[src/hw/rrsb_pkg.sv]
// shared types and constants for the rotate and subtract datapath
package rrsb_pkg;
  localparam int DATA_W = 8;
  localparam logic [7:0] ACC_RESET = 8'h00;
  localparam logic [5:0] FLAGS_RESET = 6'h00;

  typedef enum logic [2:0] {
    OP_NONE = 3'h0,
    OP_ROTATE_RIGHT_MEM = 3'h1,
    OP_ROTATE_RIGHT_TO_ACC = 3'h2,
    OP_ROTATE_RIGHT_CARRY_MEM = 3'h3,
    OP_ROTATE_RIGHT_CARRY_TO_ACC = 3'h4,
    OP_SUB_BORROW_TO_ACC = 3'h5,
    OP_SUB_BORROW_TO_MEM = 3'h6
  } op_type;

  typedef struct packed {
    logic signed_compare_flag;
    logic chained_zero_flag;
    logic ov;
    logic z;
    logic ac;
    logic c;
  } flags_type;

  typedef struct packed {
    logic valid;
    op_type op;
    logic [7:0] mem_data;
  } req_type;

  typedef struct packed {
    logic mem_we;
    logic [7:0] mem_wdata;
  } mem_wr_type;
endpackage

[src/hw/rrsb_alu.sv]
// rotate-right and subtract-with-borrow datapath slice
// Contract
// - memory rotate right, bit0 to bit7, no flags
// - same rotate into accumulator, memory untouched
// - carry ring rotate right, result to memory
// - carry ring rotate into accumulator, carry only
// - accumulator minus operand minus inverted carry
// - carry clear on borrow, set otherwise
// - subtract updates all six flags
// - memory variant writes difference to memory
`timescale 1ns/100ps
module rrsb_alu (
  input wire logic SYS_CLK,
  input wire logic ARST_N,
  input wire rrsb_pkg::req_type REQ,
  output rrsb_pkg::mem_wr_type MEM_WR,
  output logic [7:0] ACC,
  output rrsb_pkg::flags_type FLAGS
);
  import rrsb_pkg::*;

  typedef struct packed {
    mem_wr_type wr;
    logic [7:0] acc;
    flags_type flags;
  } state_type;

  state_type state;
  state_type next_state;
  logic [8:0] diff;
  logic [4:0] low_diff;
  logic [7:0] rot;
  logic [7:0] rot_c;

  always_comb begin
    rot = {REQ.mem_data[0], REQ.mem_data[7:1]};
    rot_c = {state.flags.c, REQ.mem_data[7:1]};
    diff = {1'b0, state.acc} - {1'b0, REQ.mem_data} - {8'h00, ~state.flags.c};
    low_diff = {1'b0, state.acc[3:0]} - {1'b0, REQ.mem_data[3:0]} - {4'h0, ~state.flags.c};
    next_state = state;
    next_state.wr.mem_we = 1'b0;
    if (REQ.valid) begin
      unique case (REQ.op)
        OP_ROTATE_RIGHT_MEM: begin
          next_state.wr = '{mem_we: 1'b1, mem_wdata: rot};
        end
        OP_ROTATE_RIGHT_TO_ACC: begin
          next_state.acc = rot;
        end
        OP_ROTATE_RIGHT_CARRY_MEM: begin
          next_state.wr = '{mem_we: 1'b1, mem_wdata: rot_c};
          next_state.flags.c = REQ.mem_data[0];
        end
        OP_ROTATE_RIGHT_CARRY_TO_ACC: begin
          next_state.acc = rot_c;
          next_state.flags.c = REQ.mem_data[0];
        end
        OP_SUB_BORROW_TO_ACC, OP_SUB_BORROW_TO_MEM: begin
          if (REQ.op == OP_SUB_BORROW_TO_ACC) begin
            next_state.acc = diff[7:0];
          end else begin
            next_state.wr = '{mem_we: 1'b1, mem_wdata: diff[7:0]};
          end
          next_state.flags.c = ~diff[8];
          next_state.flags.ac = ~low_diff[4];
          next_state.flags.z = (diff[7:0] == 8'h00);
          next_state.flags.ov = (state.acc[7] ^ REQ.mem_data[7]) & (state.acc[7] ^ diff[7]);
          next_state.flags.signed_compare_flag = diff[7] ^ next_state.flags.ov;
          next_state.flags.chained_zero_flag = state.flags.chained_zero_flag & (diff[7:0] == 8'h00);
        end
        default: begin
          next_state.wr.mem_we = 1'b0;
        end
      endcase
    end
  end

  always_ff @(posedge SYS_CLK or negedge ARST_N) begin
    if (!ARST_N) begin
      state <= '{wr: '{mem_we: 1'b0, mem_wdata: 8'h00}, acc: ACC_RESET, flags: flags_type'(FLAGS_RESET)};
    end else begin
      state <= next_state;
    end
  end

  assign MEM_WR = state.wr;
  assign ACC = state.acc;
  assign FLAGS = state.flags;

  // rotates: result placement and untouched state
  property p_rot_mem;
    @(posedge SYS_CLK) disable iff (!ARST_N)
    REQ.valid && REQ.op == OP_ROTATE_RIGHT_MEM |=>
      MEM_WR.mem_we && MEM_WR.mem_wdata == {$past(REQ.mem_data[0]), $past(REQ.mem_data[7:1])} && $stable(FLAGS);
  endproperty
  a_rot_mem: assert property (p_rot_mem) else $error("rotate to memory wrong");

  property p_rot_mem_keep;
    @(posedge SYS_CLK) disable iff (!ARST_N)
    REQ.valid && REQ.op == OP_ROTATE_RIGHT_MEM |=> $stable(ACC);
  endproperty
  a_rot_mem_keep: assert property (p_rot_mem_keep) else $error("rotate to memory touched accumulator");

  property p_rot_acc;
    @(posedge SYS_CLK) disable iff (!ARST_N)
    REQ.valid && REQ.op == OP_ROTATE_RIGHT_TO_ACC |=>
      !MEM_WR.mem_we && ACC == {$past(REQ.mem_data[0]), $past(REQ.mem_data[7:1])} && $stable(FLAGS);
  endproperty
  a_rot_acc: assert property (p_rot_acc) else $error("rotate to accumulator wrong");

  // a write pulse only ever follows a memory-writing op
  property p_we_only_mem;
    @(posedge SYS_CLK) disable iff (!ARST_N)
    MEM_WR.mem_we |->
      $past(REQ.valid) && ($past(REQ.op) == OP_ROTATE_RIGHT_MEM || $past(REQ.op) == OP_ROTATE_RIGHT_CARRY_MEM ||
      $past(REQ.op) == OP_SUB_BORROW_TO_MEM);
  endproperty
  a_we_only_mem: assert property (p_we_only_mem) else $error("memory written by a non-memory op");

  property p_rotc_mem;
    @(posedge SYS_CLK) disable iff (!ARST_N)
    REQ.valid && REQ.op == OP_ROTATE_RIGHT_CARRY_MEM |=>
      MEM_WR.mem_we && MEM_WR.mem_wdata[7] == $past(FLAGS.c) && FLAGS.c == $past(REQ.mem_data[0]);
  endproperty
  a_rotc_mem: assert property (p_rotc_mem) else $error("carry rotate to memory wrong");

  property p_rotc_mem_rest;
    @(posedge SYS_CLK) disable iff (!ARST_N)
    REQ.valid && REQ.op == OP_ROTATE_RIGHT_CARRY_MEM |=>
      MEM_WR.mem_wdata[6:0] == $past(REQ.mem_data[7:1]) && $stable(ACC) && FLAGS[5:1] == $past(FLAGS[5:1]);
  endproperty
  a_rotc_mem_rest: assert property (p_rotc_mem_rest) else $error("carry rotate to memory disturbed state");

  property p_rotc_acc;
    @(posedge SYS_CLK) disable iff (!ARST_N)
    REQ.valid && REQ.op == OP_ROTATE_RIGHT_CARRY_TO_ACC |=>
      !MEM_WR.mem_we && ACC[7] == $past(FLAGS.c) && FLAGS.c == $past(REQ.mem_data[0]) && FLAGS.z == $past(FLAGS.z);
  endproperty
  a_rotc_acc: assert property (p_rotc_acc) else $error("carry rotate to accumulator wrong");

  property p_rotc_acc_rest;
    @(posedge SYS_CLK) disable iff (!ARST_N)
    REQ.valid && REQ.op == OP_ROTATE_RIGHT_CARRY_TO_ACC |=>
      ACC[6:0] == $past(REQ.mem_data[7:1]) && FLAGS[5:1] == $past(FLAGS[5:1]);
  endproperty
  a_rotc_acc_rest: assert property (p_rotc_acc_rest) else $error("carry rotate to accumulator low bits wrong");

  // subtract: result, destination and every flag
  property p_sub_acc;
    @(posedge SYS_CLK) disable iff (!ARST_N)
    REQ.valid && REQ.op == OP_SUB_BORROW_TO_ACC |=>
      ACC == 8'($past(ACC) - $past(REQ.mem_data) - {7'h00, ~$past(FLAGS.c)});
  endproperty
  a_sub_acc: assert property (p_sub_acc) else $error("subtract to accumulator wrong");

  property p_sub_acc_nowrite;
    @(posedge SYS_CLK) disable iff (!ARST_N)
    REQ.valid && REQ.op == OP_SUB_BORROW_TO_ACC |=> !MEM_WR.mem_we;
  endproperty
  a_sub_acc_nowrite: assert property (p_sub_acc_nowrite) else $error("subtract to accumulator wrote memory");

  // carry is set exactly when acc covers operand plus borrow-in
  property p_sub_carry;
    @(posedge SYS_CLK) disable iff (!ARST_N)
    REQ.valid && (REQ.op == OP_SUB_BORROW_TO_ACC || REQ.op == OP_SUB_BORROW_TO_MEM) |=>
      FLAGS.c == ({1'b0, $past(ACC)} >= {1'b0, $past(REQ.mem_data)} + {8'h00, !$past(FLAGS.c)});
  endproperty
  a_sub_carry: assert property (p_sub_carry) else $error("borrow not shown in carry");

  property p_sub_ac;
    @(posedge SYS_CLK) disable iff (!ARST_N)
    REQ.valid && (REQ.op == OP_SUB_BORROW_TO_ACC || REQ.op == OP_SUB_BORROW_TO_MEM) |=>
      FLAGS.ac == ({1'b0, $past(ACC[3:0])} >= {1'b0, $past(REQ.mem_data[3:0])} + {4'h0, !$past(FLAGS.c)});
  endproperty
  a_sub_ac: assert property (p_sub_ac) else $error("half borrow flag wrong");

  property p_sub_cz;
    @(posedge SYS_CLK) disable iff (!ARST_N)
    REQ.valid && (REQ.op == OP_SUB_BORROW_TO_ACC || REQ.op == OP_SUB_BORROW_TO_MEM) |=>
      FLAGS.chained_zero_flag == ($past(FLAGS.chained_zero_flag) && FLAGS.z);
  endproperty
  a_sub_cz: assert property (p_sub_cz) else $error("chained zero flag wrong");

  property p_sub_sc;
    @(posedge SYS_CLK) disable iff (!ARST_N)
    REQ.valid && REQ.op == OP_SUB_BORROW_TO_ACC |=> FLAGS.signed_compare_flag == (FLAGS.ov ^ ACC[7]);
  endproperty
  a_sub_sc: assert property (p_sub_sc) else $error("signed compare flag wrong");

  property p_sub_mem_sc;
    @(posedge SYS_CLK) disable iff (!ARST_N)
    REQ.valid && REQ.op == OP_SUB_BORROW_TO_MEM |=> FLAGS.signed_compare_flag == (FLAGS.ov ^ MEM_WR.mem_wdata[7]);
  endproperty
  a_sub_mem_sc: assert property (p_sub_mem_sc) else $error("signed compare flag wrong after memory subtract");

  property p_sub_mem;
    @(posedge SYS_CLK) disable iff (!ARST_N)
    REQ.valid && REQ.op == OP_SUB_BORROW_TO_MEM |=> MEM_WR.mem_we && $stable(ACC);
  endproperty
  a_sub_mem: assert property (p_sub_mem) else $error("subtract to memory wrong");

  property p_sub_mem_data;
    @(posedge SYS_CLK) disable iff (!ARST_N)
    REQ.valid && REQ.op == OP_SUB_BORROW_TO_MEM |=>
      MEM_WR.mem_wdata == 8'($past(ACC) - $past(REQ.mem_data) - {7'h00, !$past(FLAGS.c)});
  endproperty
  a_sub_mem_data: assert property (p_sub_mem_data) else $error("difference written to memory wrong");

  // zero result can still carry a borrow: 00 - FF - 1
  property p_sub_zero;
    @(posedge SYS_CLK) disable iff (!ARST_N)
    REQ.valid && REQ.op == OP_SUB_BORROW_TO_MEM |=> FLAGS.z == (MEM_WR.mem_wdata == 8'h00);
  endproperty
  a_sub_zero: assert property (p_sub_zero) else $error("zero flag wrong");

  property p_sub_acc_zero;
    @(posedge SYS_CLK) disable iff (!ARST_N)
    REQ.valid && REQ.op == OP_SUB_BORROW_TO_ACC |=> FLAGS.z == (ACC == 8'h00);
  endproperty
  a_sub_acc_zero: assert property (p_sub_acc_zero) else $error("zero flag wrong after accumulator subtract");

  property p_sub_ov_acc;
    @(posedge SYS_CLK) disable iff (!ARST_N)
    REQ.valid && REQ.op == OP_SUB_BORROW_TO_ACC |=>
      FLAGS.ov == (($past(ACC[7]) != $past(REQ.mem_data[7])) && ($past(ACC[7]) != ACC[7]));
  endproperty
  a_sub_ov_acc: assert property (p_sub_ov_acc) else $error("overflow flag wrong");

  property p_sub_ov_mem;
    @(posedge SYS_CLK) disable iff (!ARST_N)
    REQ.valid && REQ.op == OP_SUB_BORROW_TO_MEM |=>
      FLAGS.ov == (($past(ACC[7]) != $past(REQ.mem_data[7])) && ($past(ACC[7]) != MEM_WR.mem_wdata[7]));
  endproperty
  a_sub_ov_mem: assert property (p_sub_ov_mem) else $error("overflow flag wrong after memory subtract");
endmodule

[config.mk]
export PLATFORM = sky130hd
export DESIGN_NAME = rrsb_alu
export DESIGN_NICKNAME = d
export VERILOG_FILES = /design/src/hw/rrsb_pkg.sv /design/src/hw/rrsb_alu.sv
export SDC_FILE = /design/constraint.sdc
export NUM_CORES = 1
export LEC_CHECK = 0
export BUFFER_PORTS_ARGS = -buffer_cell sky130_fd_sc_hd__buf_2
export CELL_PAD_IN_SITES_DETAIL_PLACEMENT = 1
export CELL_PAD_IN_SITES_GLOBAL_PLACEMENT = 2
export CORE_MARGIN = 8
export CORE_UTILIZATION = 32
export CTS_BUF_LIST = sky130_fd_sc_hd__clkbuf_16
export CTS_CLUSTER_DIAMETER = 200
export DETAILED_ROUTE_END_ITERATION = 7
export PLACE_DENSITY = 0.8
export SYNTH_ARGS = -nofsm -noshare
export SYNTH_HDL_FRONTEND = slang
export SYNTH_SLANG_ARGS = --single-unit
[constraint.sdc]
create_clock -name SYS_CLK -period 2.7 [get_ports SYS_CLK]
set_input_delay 0.27 -clock SYS_CLK [delete_from_list [all_inputs] [get_ports SYS_CLK]]
set_output_delay 0.27 -clock SYS_CLK [all_outputs]
set_load 0.02 [all_outputs]
==> flow_metrics.tcl <==
set metrics [dict create \
    ys_types 40 \
    crit_type "flop to flop" \
    start_util 0.329 \
    cap_viol_max_count 0 \
    critPathRequiredTime_ps 2850 \
    fillers 629 \
    syn_area_per_cell_um2 8.78 \
    crit_fanout 3 \
    cts_made_buffers 3 \
    ir_worst_vdd_uv 340 \
    clock-sinks 23 \
    synth_edf_count 0 \
    finClkSkew_ps 6.29 \
    area_growth_pct 24.4 \
    drive_gt1_frac 0.246 \
    crit_family "adder cells" \
    hold_ws_ps -6.88 \
    p_sw_w 0.000958 \
    run_status "finished with violations" \
    cp_cell_sequence "inv_1 > fa_1 > inv_1 > ha_1 > o21ai_1 > buf_4 > a21oi_1 > or4_4 > and2_1 > o41ai_1" \
    grt_overflow 0 \
    hpwl_mm 3.73 \
    powerDensity_nw_per_um2 1040 \
    synth_seq_cells 23 \
    path_clk_slew_ps 60 \
    synthCells 190 \
    antenna_found_initial 0 \
    synth_warnings 0 \
    ios 37 \
    drtPass1Iterations 4 \
    synthArstFlopShare 1.00 \
    layout_min_cycle_time_ps 2560 \
    initialDrtViolationCount 60 \
    via_per_inst 4.93 \
    wl_mm 4.73 \
    dieWidth_um 88.2 \
    total_power_w 0.00216 \
    path_buf_inv 3 \
    worst_path_max_delay_cell "fa_1" \
    finalSetupViolCount 0 \
    grt_start_max_net_pins 24 \
    hold_path_class "primary input to async pin" \
    grt_first_pass_wirelength_mm 8.11 \
    grt_pass1_vias 1620 \
    synthFlopType "dfrtp_1" \
    relSlewSlack 0.468 \
    clock_path_buffers 2 \
    min_period_over_period 0.948 \
    slowest_delay_ps 520 \
    slew_viol_final 0 \
    critical_path.startpoint_type "flop" \
    grtUsageTotal 0.133 \
    htree_levels 1 \
    synth_seq_area_share 0.345 \
    syn_area_um2 1670 \
    portBuffers 36 \
    p_clk_frac 0.150 \
    comb_power_share 0.619 \
    power_leakage_nw 1.04 \
    vias 1490 \
    core-area_um2 5070 \
    crit_top_cell "inv_1" \
    tightest_slew_ps 793 \
    worstPathArrival_ps 2710 \
    dieHeight_um 88.2 \
    nets 263 \
    routedWlPerCell_um 15.6 \
    rsz0062_at_grt "true" \
    postRouteAntennaNets 0 \
    violations "negative hold slack" \
    syn_nets 220 \
    gp_congestion 0.806 \
    rows 26 \
    die-area_um2 7780 \
    p_int_w 0.00120 \
    end_kind "flop" \
    seqPwrFrac 0.231 \
    clock_latency_ps 260 \
    cts_hold_buf 0 \
    hold_viol 17 \
    p_sw_frac 0.443 \
    root_buffer "clkbuf_16" \
    post-route-drc-count 0 \
    n_antenna_cell 0 \
    cts_tree "built" \
    timing.fmax_ghz 0.391 \
]
[routing by layer]
| layer | routed length, um | share of wire | global-route usage | vias to the layer above |
|---|---|---|---|---|
| met5 | 0 | 0 | 0 | - |
| li1 | - | - | - | 744 |
| met4 | 73 | 0.015 | 0.0492 | 0 |
| met2 | 2250 | 0.48 | 0.217 | 22 |
| met1 | 2220 | 0.47 | 0.175 | 719 |
| met3 | 178 | 0.038 | 0.0158 | 5 |
[cell usage in the layout (no fill, tap or decap), drive strengths merged, types with 2 or more instances in the layout]
cell type | netlist | final
buf | 2 | 45
nand2 | 26 | 26
inv | 23 | 24
dfrtp | 23 | 23
o21ai | 20 | 20
ha | 14 | 14
nor2 | 8 | 8
a21oi | 7 | 7
xor2 | 4 | 4
mux2i | 4 | 4
a22oi | 4 | 4
xnor2 | 4 | 4
mux2 | 4 | 4
o31ai | 4 | 4
nor2b | 3 | 3
nand4 | 3 | 3
clkbuf | 5 | 3
nor3b | 2 | 2
and2 | 2 | 2
o21a | 2 | 2
nand2b | 2 | 2
nor3 | 2 | 2
or3 | 2 | 2
o41ai | 2 | 2
nand3 | 2 | 2
fa | 2 | 2
a31oi | 2 | 2
[registers in the layout, summed over array words and instances (netlist names)]
| signal | count |
|---|---|
| MEM_WR | 9 |
| FLAGS | 6 |
| ACC | 8 |
[timing repair]
item / in CTS / in global routing
resized for setup: 0 / 4
setup buffers: 0 / 2
setup endpoints to repair: 0 / 9
[final timing paths]
path	from	to	slack, ps	depth (start not counted)
max in group asynchronous	ARST_N	FLAGS[0]	2330	1
hold / removal	ARST_N	FLAGS[1]	-7	1
hold reg to reg	FLAGS[2]	FLAGS[2]	480	2
setup reg to reg	ACC[0]	FLAGS[4]	140	10
min in group SYS_CLK	REQ[4]	ACC[3]	330	3
setup / recovery	ACC[0]	FLAGS[4]	140	10
[cells in the mapped netlist, types with 2 or more instances]
library cell,n,area (um^2)
a21oi_1,7,35.0
a22oi_1,4,30.0
a31oi_1,2,12.5
and2_1,2,12.5
buf_2,2,10.0
clkbuf_1,5,18.8
dfrtp_1,23,576
fa_1,2,40.0
ha_1,14,175
inv_1,23,86.3
mux2_2,4,45.0
mux2i_1,4,40.0
nand2_1,26,97.6
nand2b_1,2,12.5
nand3_1,2,10.0
nand4_1,3,18.8
nor2_1,8,30.0
nor2b_1,3,18.8
nor3_1,2,10.0
nor3b_1,2,15.0
o21a_1,2,15.0
o21ai_0,9,45.0
o21ai_1,11,55.1
o31ai_1,4,30.0
o41ai_1,2,17.5
or3_1,2,12.5
xnor2_1,4,35.0
xor2_1,4,35.0
[through the flow]
stage / TNS, ps / utilization / cell area [um^2] / worst slack (ps) / cells
6_report: 0 / 0.409 / 2080 / 139 / 302
5_1_grt: -40.2 / 0.409 / 2080 / -21.5 / 302
4_1_cts: 0 / 0.402 / 2040 / 67.6 / 300
3_5_place_dp: 0 / 0.386 / 1960 / 79.1 / 296
3_3_place_gp: 0 / 0.386 / 1960 / 106 / 296
2_1_floorplan: 0 / - / 1670 / 55.3 / 190
[final cells by class]
type	instances	area [um^2]	share of cell area
clock buffer	3	75.1	0.0361
clock inverter	1	3.75	0.00181
inverter	23	86.3	0.0416
multi-input combinational	137	1000	0.482
sequential	23	576	0.277
tap	70	87.6	0.0422
timing repair buffer	45	248	0.119
[worst register-to-register path: stages (launching register included)]
cell and delay (ps):
dfrtp_1 370, inv_1 70, fa_1 520, inv_1 50, ha_1 160, o21ai_1 120
buf_4 140, a21oi_1 90, or4_4 440, and2_1 190, o41ai_1 320
[power by group through the flow]
stage / sequential, W / combinational, W / clock, W
6_report: 0.000500 / 0.00134 / 0.000324
5_1_grt: 0.000515 / 0.00151 / 0.000344
4_1_cts: 0.000503 / 0.00131 / 0.000339
3_5_place_dp: 0.000509 / 0.00130 / 0
3_3_place_gp: 0.000505 / 0.00128 / 0
2_1_floorplan: 0.000631 / 0.000755 / 0
[cell families (layout without fill, tap and decap cells)]
| logic type | Yosys count | count (layout) | synth area share |
|---|---|---|---|
| buf+inv | 30 | 72 | 0.0690 |
| simple gates | 55 | 55 | 0.160 |
| xor+xnor | 9 | 9 | 0.0555 |
| mux | 8 | 8 | 0.0510 |
| fa+ha+maj | 16 | 16 | 0.129 |
| flops | 23 | 23 | 0.345 |
| compound gates | 49 | 49 | 0.191 |
Power figures use the tool's default switching activity.
